==> config.mk <==
export PLATFORM = sky130hd
export DESIGN_NAME = piofs_top
export DESIGN_NICKNAME = d
export VERILOG_FILES = /design/src/inc/piofs_pkg.sv /design/src/inc/piofs_pg_if.sv /design/src/core/piofs_pulse_gen.sv /design/src/core/piofs_top.sv
export SDC_FILE = /design/constraint.sdc
export NUM_CORES = 2
export LEC_CHECK = 0
export BUFFER_PORTS_ARGS = -buffer_cell sky130_fd_sc_hd__buf_4
export CORE_UTILIZATION = 46
export DETAILED_ROUTE_END_ITERATION = 8
export PLACE_DENSITY_LB_ADDON = 0.12
export SYNTH_ARGS = -nofsm -noshare
export SYNTH_HDL_FRONTEND = slang
export SYNTH_SLANG_ARGS = --single-unit
==> constraint.sdc <==
create_clock -name pclk -period 5.25 [get_ports pclk]
set_input_delay 0.525 -clock pclk [delete_from_list [all_inputs] [get_ports pclk]]
set_output_delay 0.525 -clock pclk [all_outputs]
set_load 0.05 [all_outputs]
==> src/inc/piofs_pkg.sv <==
// Constants, register map and types for the pulse I/O terminal function select block.
// Assumes a 25 MHz APB clock; all times below are turned into cycles from that rate.
package piofs_pkg;
  localparam int CLK_MHZ = 25;
  localparam int FILTER_STEP_US = 500;
  localparam int FILTER_STEP_CYC = FILTER_STEP_US * CLK_MHZ;
  localparam int REFRESH_US = 1000;
  localparam int REFRESH_CYC = REFRESH_US * CLK_MHZ;
  localparam int NUM_IN = 10;
  localparam int NUM_OUT = 6;
  localparam int MAX_IRQ_IN = 4;
  localparam int MAX_PWM = 2;
  localparam int NUM_AXES = 2;
  localparam int CW = 16;

  // Register byte offsets
  localparam logic [11:0] ADDR_IN_CFG = 12'h000;
  localparam logic [11:0] ADDR_OUT_CFG = 12'h004;
  localparam logic [11:0] ADDR_OUT_IMAGE = 12'h008;
  localparam logic [11:0] ADDR_IN_IMAGE = 12'h00C;
  localparam logic [11:0] ADDR_IRQ_CMP01 = 12'h010;
  localparam logic [11:0] ADDR_IRQ_CMP23 = 12'h014;
  localparam logic [11:0] ADDR_PG0 = 12'h018;
  localparam logic [11:0] ADDR_PG1 = 12'h01C;
  localparam logic [11:0] ADDR_CMD = 12'h020;
  localparam logic [11:0] ADDR_PWM0 = 12'h024;
  localparam logic [11:0] ADDR_PWM1 = 12'h028;
  localparam logic [11:0] ADDR_HSC_CNT = 12'h02C;
  localparam logic [11:0] ADDR_HSC_TGT = 12'h030;
  localparam logic [11:0] ADDR_IRQ_STATUS = 12'h034;
  localparam logic [11:0] ADDR_IRQ_MASK = 12'h038;
  localparam logic [11:0] ADDR_CONFLICT = 12'h03C;

  // Input configuration fields
  localparam int F_IRQ_EN = 0;
  localparam int F_IRQ_CNTMODE = 4;
  localparam int F_IRQ_OFFEDGE = 8;
  localparam int F_HSC_EN = 12;
  localparam int F_ORG_EN = 14;
  localparam int F_ORG_NOPROX = 16;
  localparam int F_FILTER = 18;
  localparam int F_FILTER_W = 3;
  // Output configuration fields
  localparam int F_PG_EN = 0;
  localparam int F_PWM_EN = 2;
  // Command register fields
  localparam int F_CMD_PG_START = 0;
  localparam int F_CMD_ORG_START = 2;
  localparam int F_CMD_STOP = 4;
  // Interrupt status fields
  localparam int S_IRQ_IN = 0;
  localparam int S_HSC = 4;
  localparam int S_PG_DONE = 6;
  localparam int S_ORG_DONE = 8;
  localparam int NUM_STATUS = 10;

  // Input terminal use per axis: origin, proximity, counter Z, phase A, phase B
  localparam int T_ORG [NUM_AXES] = '{0, 2};
  localparam int T_PROX [NUM_AXES] = '{1, 3};
  localparam int T_HSC_Z [NUM_AXES] = '{3, 2};
  localparam int T_HSC_A [NUM_AXES] = '{8, 6};
  localparam int T_HSC_B [NUM_AXES] = '{9, 7};
  // Output terminal use: pulse outputs then PWM outputs
  localparam int T_PG_OUT [NUM_AXES] = '{0, 1};
  localparam int T_PWM_OUT [MAX_PWM] = '{4, 5};

  localparam logic [31:0] RST_IN_CFG = 32'h0000_0000;
  localparam logic [9:0] RST_IRQ_MASK = 10'h000;

  typedef enum logic [2:0] {
    PIOFS_PG_IDLE = 3'b001,
    PIOFS_PG_HIGH = 3'b010,
    PIOFS_PG_LOW = 3'b100
  } piofs_pg_state_type;

  typedef enum logic [2:0] {
    PIOFS_OS_IDLE = 3'b001,
    PIOFS_OS_PROX = 3'b010,
    PIOFS_OS_ORG = 3'b100
  } piofs_os_state_type;
endpackage

==> src/inc/piofs_pg_if.sv <==
// Link between the terminal selector and one fixed-duty pulse generator.
// The controller side drives the request; the generator side reports progress.
`timescale 1ns/10ps
interface piofs_pg_if;
  logic start;
  logic stop;
  logic cont;
  logic [15:0] half;
  logic [15:0] count;
  logic busy;
  logic pulse;
  logic done;
  modport ctrl (output start, stop, cont, half, count, input busy, pulse, done);
  modport gen (input start, stop, cont, half, count, output busy, pulse, done);
endinterface

==> src/core/piofs_pulse_gen.sv <==
// Fixed 50% duty pulse generator: a burst of count pulses, or a free run.
// Assumes start is a one-cycle strobe from the selector, ignored while busy.
`timescale 1ns/10ps
module piofs_pulse_gen
  import piofs_pkg::*;
(
  input wire logic pclk,
  input wire logic presetn,
  piofs_pg_if.gen pg
);
  typedef struct packed {
    piofs_pg_state_type st;
    logic [15:0] hp;
    logic [15:0] tcnt;
    logic [15:0] left;
    logic cont;
    logic pulse;
    logic done;
  } piofs_pgs_type;

  piofs_pgs_type r_reg;
  piofs_pgs_type r_next;

  always_comb begin
    r_next = r_reg;
    r_next.done = 1'b0;
    case (r_reg.st)
      PIOFS_PG_IDLE: begin
        // A zero half period or an empty burst cannot be served and is ignored
        if (pg.start && pg.half != 16'h0000 && (pg.cont || pg.count != 16'h0000)) begin
          r_next.st = PIOFS_PG_HIGH;
          r_next.hp = pg.half;
          r_next.left = pg.count;
          r_next.cont = pg.cont;
          r_next.tcnt = 16'h0000;
          r_next.pulse = 1'b1;
        end
      end
      PIOFS_PG_HIGH: begin
        if (pg.stop) begin
          r_next.st = PIOFS_PG_IDLE;
          r_next.pulse = 1'b0;
          r_next.done = 1'b1;
        end else if (r_reg.tcnt == r_reg.hp - 16'h0001) begin
          r_next.tcnt = 16'h0000;
          r_next.st = PIOFS_PG_LOW;
          r_next.pulse = 1'b0;
        end else begin
          r_next.tcnt = r_reg.tcnt + 16'h0001;
        end
      end
      PIOFS_PG_LOW: begin
        if (pg.stop) begin
          r_next.st = PIOFS_PG_IDLE;
          r_next.done = 1'b1;
        end else if (r_reg.tcnt == r_reg.hp - 16'h0001) begin
          r_next.tcnt = 16'h0000;
          if (!r_reg.cont && r_reg.left == 16'h0001) begin
            r_next.st = PIOFS_PG_IDLE;
            r_next.done = 1'b1;
          end else begin
            r_next.st = PIOFS_PG_HIGH;
            r_next.pulse = 1'b1;
            if (!r_reg.cont) begin
              r_next.left = r_reg.left - 16'h0001;
            end
          end
        end else begin
          r_next.tcnt = r_reg.tcnt + 16'h0001;
        end
      end
      default: begin
        r_next.st = PIOFS_PG_IDLE;
        r_next.pulse = 1'b0;
      end
    endcase
  end

  always_ff @(posedge pclk or negedge presetn) begin
    if (!presetn) begin
      r_reg <= '{st: PIOFS_PG_IDLE, default: '0};
    end else begin
      r_reg <= r_next;
    end
  end

  assign pg.busy = (r_reg.st != PIOFS_PG_IDLE);
  assign pg.pulse = r_reg.pulse;
  assign pg.done = r_reg.done;
endmodule

==> src/core/piofs_top.sv <==
// Terminal function selector of one pulse I/O expansion module, with APB registers.
// Assumes field inputs are already synchronous to pclk; one module of a two-module system.
//
// Behaviour
// - At most two PWM outputs per module, four per controller.
// - Plain inputs enter the input image only at periodic refresh.
// - Direct interrupt fires on the configured on or off transition.
// - Counter interrupt fires when counted transitions equal the programmed value.
// - Positioning output gives exactly N pulses at set frequency, 50% duty.
// - PWM output high fraction equals programmed duty setting.
// - High-speed counter input counts edges and can raise interrupts.
// - Plain output drives its image level, updated at refresh instants.
// - Origin search pulses until proximity then origin input end it.
// - Each terminal carries one function; software must not double-allocate.
// - Multi-terminal functions block others needing those terminals.
// - Input priority: origin search, then counter Z/reset, then plain/interrupt.
// - Shared input filter: none, 0.5, 1, 2, 4, 8, 16, 32 ms.
// - At most four interrupt inputs, direct or counter mode.
`timescale 1ns/10ps
module piofs_top
  import piofs_pkg::*;
#(
  parameter int FILTER_TICK_CYCLES = FILTER_STEP_CYC,
  parameter int REFRESH_CYCLES = REFRESH_CYC,
  parameter int PWM_CH = MAX_PWM,
  parameter int IRQ_INPUTS = MAX_IRQ_IN
) (
  input wire logic pclk,
  input wire logic presetn,
  input wire logic psel,
  input wire logic penable,
  input wire logic pwrite,
  input wire logic [11:0] paddr,
  input wire logic [31:0] pwdata,
  output logic [31:0] prdata,
  output logic pready,
  output logic pslverr,
  input wire logic [NUM_IN-1:0] in_term,
  output logic [NUM_OUT-1:0] out_term,
  output logic irq
);
  if (PWM_CH < 1 || PWM_CH > MAX_PWM) begin : g_bad_pwm
    $error("PWM_CH must be 1 or 2");
  end
  if (IRQ_INPUTS < 1 || IRQ_INPUTS > MAX_IRQ_IN) begin : g_bad_irq
    $error("IRQ_INPUTS must be 1 to 4");
  end
  if (FILTER_TICK_CYCLES < 1 || REFRESH_CYCLES < 1) begin : g_bad_time
    $error("tick counts must be positive");
  end

  typedef struct packed {
    logic [31:0] prdata;
    logic pready;
    logic pslverr;
    logic [31:0] in_cfg;
    logic [3:0] out_cfg;
    logic [NUM_OUT-1:0] out_image;
    logic [NUM_OUT-1:0] out_latch;
    logic [NUM_OUT-1:0] out_pins;
    logic [NUM_IN-1:0] in_image;
    logic [NUM_IN-1:0] last_in;
    logic [3:0][CW-1:0] irq_cmp;
    logic [3:0][CW-1:0] irq_cnt;
    logic [1:0][CW-1:0] pg_half;
    logic [1:0][CW-1:0] pg_count;
    logic [1:0] pg_go;
    logic [1:0] pg_cont;
    logic [1:0] pg_stop;
    logic [1:0][CW-1:0] pwm_per;
    logic [1:0][CW-1:0] pwm_high;
    logic [1:0][CW-1:0] pwm_cnt;
    logic [1:0][CW-1:0] hsc_cnt;
    logic [1:0][CW-1:0] hsc_tgt;
    logic [1:0][2:0] os_st;
    logic [NUM_STATUS-1:0] irq_status;
    logic [NUM_STATUS-1:0] irq_mask;
    logic irq;
    logic [NUM_IN-1:0] conflict;
    logic [31:0] ref_cnt;
    logic [31:0] ftick_cnt;
    logic [NUM_IN-1:0][6:0] filt_cnt;
    logic [NUM_IN-1:0] filt_val;
  } piofs_state_type;

  piofs_state_type r_reg;
  piofs_state_type r_next;

  piofs_pg_if pg0 ();
  piofs_pg_if pg1 ();
  logic [1:0] pg_busy;
  logic [1:0] pg_pulse;
  logic [1:0] pg_done;

  piofs_pulse_gen u_pg0 (.pclk(pclk), .presetn(presetn), .pg(pg0.gen));
  piofs_pulse_gen u_pg1 (.pclk(pclk), .presetn(presetn), .pg(pg1.gen));

  assign pg0.start = r_reg.pg_go[0];
  assign pg0.stop = r_reg.pg_stop[0];
  assign pg0.cont = r_reg.pg_cont[0];
  assign pg0.half = r_reg.pg_half[0];
  assign pg0.count = r_reg.pg_count[0];
  assign pg1.start = r_reg.pg_go[1];
  assign pg1.stop = r_reg.pg_stop[1];
  assign pg1.cont = r_reg.pg_cont[1];
  assign pg1.half = r_reg.pg_half[1];
  assign pg1.count = r_reg.pg_count[1];
  assign pg_busy = {pg1.busy, pg0.busy};
  assign pg_pulse = {pg1.pulse, pg0.pulse};
  assign pg_done = {pg1.done, pg0.done};

  // Settling time in filter steps: 0 means no filter, else 2^(sel-1) steps of 0.5 ms
  function automatic logic [6:0] filt_limit(input logic [2:0] sel);
    filt_limit = (sel == 3'h0) ? 7'h00 : (7'h01 << (sel - 3'h1));
  endfunction

  function automatic logic [31:0] pack2(input logic [CW-1:0] hi, input logic [CW-1:0] lo);
    pack2 = {hi, lo};
  endfunction

  logic [NUM_IN-1:0] org_own;
  logic [NUM_IN-1:0] z_own;
  logic [NUM_IN-1:0] hsc_own;
  logic [NUM_IN-1:0] irq_own;
  logic [NUM_IN-1:0] plain_own;
  logic [NUM_IN-1:0] rise;
  logic [NUM_IN-1:0] fall;
  logic [NUM_STATUS-1:0] st_set;
  logic [NUM_STATUS-1:0] st_clr;
  logic [NUM_OUT-1:0] drive;
  logic wr_acc;
  logic rd_acc;
  logic ref_tick;
  logic f_tick;

  always_comb begin
    r_next = r_reg;
    org_own = '0;
    z_own = '0;
    hsc_own = '0;
    irq_own = '0;
    st_set = '0;
    st_clr = '0;
    r_next.pg_go = 2'b00;
    r_next.pg_stop = 2'b00;
    rise = in_term & ~r_reg.last_in;
    fall = ~in_term & r_reg.last_in;
    r_next.last_in = in_term;

    // Ownership of input terminals, highest priority first
    for (int a = 0; a < NUM_AXES; a++) begin
      if (r_reg.in_cfg[F_ORG_EN + a]) begin
        org_own[T_ORG[a]] = 1'b1;
        org_own[T_PROX[a]] = 1'b1;
      end
    end
    for (int a = 0; a < NUM_AXES; a++) begin
      if (r_reg.in_cfg[F_HSC_EN + a]) begin
        hsc_own[T_HSC_A[a]] = 1'b1;
        hsc_own[T_HSC_B[a]] = 1'b1;
        z_own[T_HSC_Z[a]] = ~org_own[T_HSC_Z[a]];
      end
    end
    for (int i = 0; i < IRQ_INPUTS; i++) begin
      irq_own[i] = r_reg.in_cfg[F_IRQ_EN + i] & ~org_own[i] & ~z_own[i];
    end
    plain_own = ~(org_own | z_own | hsc_own | irq_own);
    r_next.conflict = '0;
    for (int a = 0; a < NUM_AXES; a++) begin
      r_next.conflict[T_HSC_Z[a]] = r_reg.in_cfg[F_HSC_EN + a] & org_own[T_HSC_Z[a]];
    end
    for (int i = 0; i < IRQ_INPUTS; i++) begin
      r_next.conflict[i] = r_next.conflict[i] |
        (r_reg.in_cfg[F_IRQ_EN + i] & (org_own[i] | z_own[i]));
    end

    // Shared noise filter and refresh timing
    f_tick = (r_reg.ftick_cnt == 32'(FILTER_TICK_CYCLES - 1));
    r_next.ftick_cnt = f_tick ? 32'h0000_0000 : r_reg.ftick_cnt + 32'h0000_0001;
    ref_tick = (r_reg.ref_cnt == 32'(REFRESH_CYCLES - 1));
    r_next.ref_cnt = ref_tick ? 32'h0000_0000 : r_reg.ref_cnt + 32'h0000_0001;
    for (int i = 0; i < NUM_IN; i++) begin
      if (in_term[i] == r_reg.filt_val[i]) begin
        r_next.filt_cnt[i] = 7'h00;
      end else if (r_reg.filt_cnt[i] >= filt_limit(r_reg.in_cfg[F_FILTER +: F_FILTER_W])) begin
        r_next.filt_val[i] = in_term[i];
        r_next.filt_cnt[i] = 7'h00;
      end else if (f_tick) begin
        r_next.filt_cnt[i] = r_reg.filt_cnt[i] + 7'h01;
      end
    end
    if (ref_tick) begin
      r_next.in_image = r_reg.filt_val & plain_own;
      r_next.out_latch = r_reg.out_image;
    end

    // Interrupt inputs, direct or counter mode
    for (int i = 0; i < IRQ_INPUTS; i++) begin
      if (irq_own[i] && (r_reg.in_cfg[F_IRQ_OFFEDGE + i] ? fall[i] : rise[i])) begin
        if (!r_reg.in_cfg[F_IRQ_CNTMODE + i]) begin
          st_set[S_IRQ_IN + i] = 1'b1;
        end else if (r_reg.irq_cnt[i] + 16'h0001 >= r_reg.irq_cmp[i]) begin
          st_set[S_IRQ_IN + i] = 1'b1;
          r_next.irq_cnt[i] = '0;
        end else begin
          r_next.irq_cnt[i] = r_reg.irq_cnt[i] + 16'h0001;
        end
      end
    end

    // High-speed counters: phase A edge counts, phase B level gives direction
    for (int a = 0; a < NUM_AXES; a++) begin
      if (r_reg.in_cfg[F_HSC_EN + a]) begin
        if (z_own[T_HSC_Z[a]] && rise[T_HSC_Z[a]]) begin
          r_next.hsc_cnt[a] = '0;
        end else if (rise[T_HSC_A[a]]) begin
          r_next.hsc_cnt[a] = in_term[T_HSC_B[a]] ? r_reg.hsc_cnt[a] - 16'h0001
                                                  : r_reg.hsc_cnt[a] + 16'h0001;
          if (r_next.hsc_cnt[a] == r_reg.hsc_tgt[a]) begin
            st_set[S_HSC + a] = 1'b1;
          end
        end
      end
    end

    // Origin search: free-running pulses until proximity, then origin
    for (int a = 0; a < NUM_AXES; a++) begin
      case (r_reg.os_st[a])
        PIOFS_OS_PROX: begin
          if (r_reg.in_cfg[F_ORG_NOPROX + a] || rise[T_PROX[a]]) begin
            r_next.os_st[a] = PIOFS_OS_ORG;
          end
        end
        PIOFS_OS_ORG: begin
          if (in_term[T_ORG[a]]) begin
            r_next.pg_stop[a] = 1'b1;
            r_next.os_st[a] = PIOFS_OS_IDLE;
            st_set[S_ORG_DONE + a] = 1'b1;
          end
        end
        default: r_next.os_st[a] = PIOFS_OS_IDLE;
      endcase
      if (r_reg.os_st[a] != PIOFS_OS_IDLE && !r_reg.in_cfg[F_ORG_EN + a]) begin
        r_next.pg_stop[a] = 1'b1;
        r_next.os_st[a] = PIOFS_OS_IDLE;
      end
      if (pg_done[a] && r_reg.os_st[a] == PIOFS_OS_IDLE) begin
        st_set[S_PG_DONE + a] = 1'b1;
      end
    end

    // PWM timebase
    for (int p = 0; p < PWM_CH; p++) begin
      if (r_reg.out_cfg[F_PWM_EN + p] && r_reg.pwm_cnt[p] + 16'h0001 < r_reg.pwm_per[p]) begin
        r_next.pwm_cnt[p] = r_reg.pwm_cnt[p] + 16'h0001;
      end else begin
        r_next.pwm_cnt[p] = '0;
      end
    end

    // Output terminals: a claimed pin never shows the plain image
    drive = r_reg.out_latch;
    for (int a = 0; a < NUM_AXES; a++) begin
      if (r_reg.out_cfg[F_PG_EN + a]) begin
        drive[T_PG_OUT[a]] = pg_pulse[a];
      end
    end
    for (int p = 0; p < PWM_CH; p++) begin
      if (r_reg.out_cfg[F_PWM_EN + p]) begin
        drive[T_PWM_OUT[p]] = (r_reg.pwm_cnt[p] < r_reg.pwm_high[p]);
      end
    end
    r_next.out_pins = drive;

    // APB slave: read data ready with pready, writes land at the completing edge
    wr_acc = psel & penable & r_reg.pready & pwrite;
    rd_acc = psel & penable & ~r_reg.pready;
    r_next.pready = rd_acc;
    if (rd_acc && !pwrite) begin
      r_next.pslverr = 1'b0;
      r_next.prdata = 32'h0000_0000;
      if (paddr == ADDR_IN_CFG) begin
        r_next.prdata = r_reg.in_cfg;
      end else if (paddr == ADDR_OUT_CFG) begin
        r_next.prdata = {28'h000_0000, r_reg.out_cfg};
      end else if (paddr == ADDR_OUT_IMAGE) begin
        r_next.prdata = {26'h000_0000, r_reg.out_image};
      end else if (paddr == ADDR_IN_IMAGE) begin
        r_next.prdata = {22'h00_0000, r_reg.in_image};
      end else if (paddr == ADDR_IRQ_CMP01) begin
        r_next.prdata = pack2(r_reg.irq_cmp[1], r_reg.irq_cmp[0]);
      end else if (paddr == ADDR_IRQ_CMP23) begin
        r_next.prdata = pack2(r_reg.irq_cmp[3], r_reg.irq_cmp[2]);
      end else if (paddr == ADDR_PG0) begin
        r_next.prdata = pack2(r_reg.pg_count[0], r_reg.pg_half[0]);
      end else if (paddr == ADDR_PG1) begin
        r_next.prdata = pack2(r_reg.pg_count[1], r_reg.pg_half[1]);
      end else if (paddr == ADDR_CMD) begin
        r_next.prdata = {28'h000_0000, r_reg.os_st[1] != PIOFS_OS_IDLE,
                         r_reg.os_st[0] != PIOFS_OS_IDLE, pg_busy};
      end else if (paddr == ADDR_PWM0) begin
        r_next.prdata = pack2(r_reg.pwm_high[0], r_reg.pwm_per[0]);
      end else if (paddr == ADDR_PWM1) begin
        r_next.prdata = pack2(r_reg.pwm_high[1], r_reg.pwm_per[1]);
      end else if (paddr == ADDR_HSC_CNT) begin
        r_next.prdata = pack2(r_reg.hsc_cnt[1], r_reg.hsc_cnt[0]);
      end else if (paddr == ADDR_HSC_TGT) begin
        r_next.prdata = pack2(r_reg.hsc_tgt[1], r_reg.hsc_tgt[0]);
      end else if (paddr == ADDR_IRQ_STATUS) begin
        r_next.prdata = {22'h00_0000, r_reg.irq_status};
      end else if (paddr == ADDR_IRQ_MASK) begin
        r_next.prdata = {22'h00_0000, r_reg.irq_mask};
      end else if (paddr == ADDR_CONFLICT) begin
        r_next.prdata = {22'h00_0000, r_reg.conflict};
      end else begin
        r_next.pslverr = 1'b1;
      end
    end
    if (wr_acc) begin
      if (paddr == ADDR_IN_CFG) begin
        r_next.in_cfg = pwdata;
      end else if (paddr == ADDR_OUT_CFG) begin
        r_next.out_cfg = pwdata[3:0];
      end else if (paddr == ADDR_OUT_IMAGE) begin
        r_next.out_image = pwdata[NUM_OUT-1:0];
      end else if (paddr == ADDR_IRQ_CMP01) begin
        r_next.irq_cmp[0] = pwdata[15:0];
        r_next.irq_cmp[1] = pwdata[31:16];
      end else if (paddr == ADDR_IRQ_CMP23) begin
        r_next.irq_cmp[2] = pwdata[15:0];
        r_next.irq_cmp[3] = pwdata[31:16];
      end else if (paddr == ADDR_PG0 && !pg_busy[0]) begin
        r_next.pg_half[0] = pwdata[15:0];
        r_next.pg_count[0] = pwdata[31:16];
      end else if (paddr == ADDR_PG1 && !pg_busy[1]) begin
        r_next.pg_half[1] = pwdata[15:0];
        r_next.pg_count[1] = pwdata[31:16];
      end else if (paddr == ADDR_CMD) begin
        for (int a = 0; a < NUM_AXES; a++) begin
          // Pulse and origin use share one generator, so each waits for the other
          if (!pg_busy[a] && r_reg.out_cfg[F_PG_EN + a] && r_reg.os_st[a] == PIOFS_OS_IDLE) begin
            if (pwdata[F_CMD_ORG_START + a] && r_reg.in_cfg[F_ORG_EN + a]) begin
              r_next.pg_go[a] = 1'b1;
              r_next.pg_cont[a] = 1'b1;
              r_next.os_st[a] = PIOFS_OS_PROX;
            end else if (pwdata[F_CMD_PG_START + a]) begin
              r_next.pg_go[a] = 1'b1;
              r_next.pg_cont[a] = 1'b0;
            end
          end
          if (pwdata[F_CMD_STOP + a]) begin
            r_next.pg_stop[a] = 1'b1;
            r_next.pg_go[a] = 1'b0;
            r_next.os_st[a] = PIOFS_OS_IDLE;
          end
        end
      end else if (paddr == ADDR_PWM0) begin
        r_next.pwm_per[0] = pwdata[15:0];
        r_next.pwm_high[0] = pwdata[31:16];
      end else if (paddr == ADDR_PWM1 && PWM_CH > 1) begin
        r_next.pwm_per[1] = pwdata[15:0];
        r_next.pwm_high[1] = pwdata[31:16];
      end else if (paddr == ADDR_HSC_TGT) begin
        r_next.hsc_tgt[0] = pwdata[15:0];
        r_next.hsc_tgt[1] = pwdata[31:16];
      end else if (paddr == ADDR_IRQ_STATUS) begin
        st_clr = pwdata[NUM_STATUS-1:0];
      end else if (paddr == ADDR_IRQ_MASK) begin
        r_next.irq_mask = pwdata[NUM_STATUS-1:0];
      end
    end
    // A new event in the clearing cycle is kept
    r_next.irq_status = (r_reg.irq_status & ~st_clr) | st_set;
    r_next.irq = |(r_next.irq_status & r_next.irq_mask);
  end

  always_ff @(posedge pclk or negedge presetn) begin
    if (!presetn) begin
      r_reg <= '0;
      r_reg.in_cfg <= RST_IN_CFG;
      r_reg.irq_mask <= RST_IRQ_MASK;
      r_reg.os_st <= {PIOFS_OS_IDLE, PIOFS_OS_IDLE};
    end else begin
      r_reg <= r_next;
    end
  end

  assign prdata = r_reg.prdata;
  assign pready = r_reg.pready;
  assign pslverr = r_reg.pslverr;
  assign out_term = r_reg.out_pins;
  assign irq = r_reg.irq;
endmodule

==> impl_results.md <==
- Top_reg_cell synth: dfrtp_1
- Vias/cell: 5.91
- Post-synthesis sequential area ratio: 43.7%
- I/O pin count: 100
- R2r endpoint: r_reg[459]$_DFFE_PN0P_
- Internal: 9.86 mW
- Largest area contributor in the netlist: dfrtp_1
- Initial Util: 46.5%
- Most used standard cell by instance count after synthesis: dfrtp_1
- Synthesized area per cell: between 9 and 10 sq um
- Final HPWL DP: between 90000 and 100000 microns
- WL met2: just under 60000 microns
- First-pass GRT wire length: between 200000 and 250000 microns
- CP Capture Type: register
- Number of synthesized flops with an enable pin: 0
- Clock share of power: between 40% and 50%
- WHS Path Cells: 1
- Synth Register Bits: around 750
- Num rows: about 110
- Congestion Overflow GR: 0
- Reg clk slew, reported paths: roughly 0.06 ns
- # setup viols final: 0
- Fin. max-slew vios: 0
- Slew @ Worst Pin: 1.23 ns
- Crit-path cells: ha_1 -> and3_1 -> nand3_1 -> or2_2 -> inv_1 -> and3_1 -> xor2_1 -> ha_1 -> nand4_1 -> nor2_1 -> a211oi_1 -> nand2_1 -> nor2_1 -> mux2_2
- Initial detailed-routing violation count: between 2000 and 3000
- TritonCTS Buffers: 86
- Final instance area: about 0.048 sq mm
- CTS Buffer Depth: 3
- Simple-gate share of the synthesized area: ~17%
- # port buffers: 99
- Max reg flops: around 520
- # Post-CTS Setup Buffers: 0
- CP startpoint kind: register
- Crit share post-route: a little over four fifths
- Main combinational cell family by area after synthesis: simple AND/OR/NAND/NOR gates
- CTS tree: built
- Critical path depth in cells: 14
- Distinct cells, synth: 90
- 1st-pass router iterations: 6
- CP required: 5.84 ns
- WL final: around 130000 microns
- DP Area: between 0.04 and 0.05 sq mm
- Outcome: completed
- Final nets: about 4800
- Sw frac: roughly a quarter
- Setup Skew: about 0.028 ns
- Synth area leaders: dfrtp_1 (43%), ha_1 (7.3%), mux2_2 (5.4%)
- Layout cell share with drive strength beyond 1: between 10 and 15%
- Asr flop ratio synth: 100%
- Leakage Power: ~22 nW
- Crit-path leading delay family: simple AND/OR/NAND/NOR gates
- Die W: 307 microns
- Non-Filler Instances: 5767
- Rel. slew slack: a little under a fifth
- R2R Setup Slk: between 0.8 and 0.9 ns
- Max layer used: met5
- WS Path Type: register to register
- Vias in the first global route: around 33000
- Chip Height: between 300 and 400 microns
- CP max-delay cell: a211oi_1
- Worst r2r src: r_reg[459]$_DFFE_PN0P_
- Post-synthesis mux area share: around 6.0%
- Post-synth top cells: dfrtp_1 (741), nand2_1 (519), nor2_1 (343)
- Post-cts resize count: 0
- Clock tree root driver cell: clkbuf_16
- Pwr Density: 273 mW/mm^2
- Final core utilization: 51.8%
- Core Box Area: roughly 0.092 sq mm
- WP buf/inv: 1
- Placed cell count: 5611
- CP Max Fanout: 17
- H-tree lvl count: 3
- Hold WC Path Type: input pin to register
- DRC Markers: 0
- Max-Cap Viols: 0
- TritonCTS Sinks: roughly 750
- Placer Congestion: a little under 1
- Min-delay src: in_term[6]
- Total global-route track usage: 28.7%
- Share of the synthesized area in the top cell type: 43.4%
- Synth Area in Adders: between 7 and 8%
- Unrepaired setup endpoints after global routing: false
- YS warnings: 0
- Crit path DAT: roughly 5.0 ns
- Hold Path End: r_reg[545]$_DFF_PN0_
- Setup tns final: 0 ns
- Post-route ant nets: 0
- Logic gate share of total power: under 10%
- Synth Net Count: 4747
- Largest net degree at the start of global routing: 140
- Final hold vios: 0
- Tmin final: about 4.4 ns
- Post-Synthesis Cells: 4437
- Cell depth of the worst flop-to-flop path: 14
- Worst VDD drop: roughly 0.00021 V
- Netlist area before placement: 0.0427 sq mm
- Net Sw Power: ~3.1 mW
- Wire per inst: between 20 and 25 microns
- Initial antenna violation count: 4
- Vias: ~34000
- Crit-path max cell delay: between 0.6 and 0.7 ns
- Post-Route M1 WL: 61400 microns
- Metal3 WL: 9200 microns
- Max Clock Freq: 0.227 GHz
- Synth Area in Compound Gates: between 10% and 20%
- Share of power burned in registers: about 45%
- Post-Synth XOR/XNOR Area: about 6.9%
- Area delta synth->final: 11.4%
- Insertion delay to the later sink of the worst-skew pair: 0.66 ns
- Die ar.: 0.0940 sq mm
[stage by stage]
stage / setup WS, ns / hold slack, ns / power [mW]
after floorplan: 1.63 / 0.229 / 6.32
after global placement: 0.793 / 0.359 / 6.67
after detailed placement: 0.842 / 0.370 / 6.67
after CTS: 0.801 / 0.000842 / 13.1
after global routing: 0.549 / 0.0129 / 13.3
final: 0.845 / 0.0295 / 13.0
[power by group through the flow]
| stage | clock (mW) | combinational [mW] | sequential (mW) |
|---|---|---|---|
| floorplan | 0 | 0.384 | 5.93 |
| global placement | 0 | 0.696 | 5.98 |
| detailed placement | 0 | 0.700 | 5.97 |
| CTS | 6.52 | 0.702 | 5.87 |
| global route | 6.73 | 0.746 | 5.87 |
| finish | 6.41 | 0.698 | 5.87 |
[logic make-up after synthesis]
kind of cell	count (synthesis)
AOI/OAI and AO/OA	951
and+or+nand+nor	1503
muxes	231
adders and majority gates	254
xor gates and xnor gates	323
buffers and inverters	430
DFF	745
[worst reg2reg max path, stage by stage, from the launching register on]
cell      delay [ns]
dfrtp_1         0.43
ha_1            0.24
and3_1          0.21
nand3_1         0.20
or2_2           0.38
inv_1           0.07
and3_1          0.17
xor2_1          0.23
ha_1            0.28
nand4_1         0.11
nor2_1          0.06
a211oi_1        0.65
nand2_1         0.57
nor2_1          0.51
mux2_2          0.23
[how the worst max path moves through the flow]
stage | start | to | slack (ns)
3_5_place_dp | r_reg[459]$_DFFE_PN0P_ | r_reg[459]$_DFFE_PN0P_ | 0.84
6_report | r_reg[459]$_DFFE_PN0P_ | r_reg[459]$_DFFE_PN0P_ | 0.85
3_3_place_gp | r_reg[459]$_DFFE_PN0P_ | r_reg[459]$_DFFE_PN0P_ | 0.79
4_1_cts | r_reg[459]$_DFFE_PN0P_ | r_reg[459]$_DFFE_PN0P_ | 0.80
5_1_grt | r_reg[459]$_DFFE_PN0P_ | r_reg[459]$_DFFE_PN0P_ | 0.55
2_1_floorplan | r_reg[599]$_DFFE_PN0P_ | r_reg[0]$_DFFE_PN0P_ | 1.63
[timing repair]
action	CTS	global route
hold buffers	1	0
setup endpoints to repair	0	0
hold endpoints to repair	77	0
[layout by cell type, fill, tap and decap left out, types with 13 or more instances in the layout]
cell / Yosys / layout
mux2_2: 205 / 205
nor2b_1: 36 / 36
xor2_1: 138 / 138
a2111oi_0: 16 / 16
xnor2_1: 177 / 177
inv_1: 202 / 202
nor2_1: 343 / 335
nand2b_1: 56 / 56
o22ai_1: 42 / 42
ha_1: 249 / 249
or3_1: 28 / 28
o21ai_0: 291 / 291
a211oi_1: 13 / 13
nor3b_1: 16 / 14
and4_1: 21 / 21
nor3_1: 73 / 71
a21oi_1: 124 / 124
nand3b_1: 14 / 14
a21o_1: 99 / 99
a22o_1: 21 / 21
clkbuf_1: 175 / 13
o311ai_0: 14 / 13
and2_1: 16 / 16
a221oi_1: 53 / 53
a21boi_0: 38 / 38
buf_4: 39 / 152
nand4_1: 63 / 63
clkbuf_8: 0 / 22
nand2_1: 519 / 519
o311a_1: 16 / 16
nor4_1: 56 / 53
a22oi_1: 34 / 34
a31oi_1: 38 / 38
mux2i_1: 25 / 25
nand3_1: 146 / 146
o211ai_1: 19 / 19
and3_1: 54 / 54
o21a_1: 21 / 21
dfrtp_1: 741 / 741
clkbuf_16: 0 / 87
[final cells by class]
| cell class | count | area (sq um) |
|---|---|---|
| Clock inverter | 32 | 462 |
| Fill cell | 8450 | 44200 |
| Multi-Input combinational cell | 3262 | 22400 |
| Sequential cell | 745 | 18600 |
| Clock buffer | 122 | 2530 |
| Timing Repair Buffer | 159 | 1270 |
| Inverter | 203 | 762 |
| Antenna cell | 1 | 2.50 |
| Tap cell | 1243 | 1560 |
[layer usage]
metal  track usage [%]  vias to the layer above
li1                  -                    15899
met3              5.07                      220
met4              10.3                        4
met5                 0                        -
met2              43.3                     1100
met1              41.4                    16866
Power figures use the tool's default switching activity.
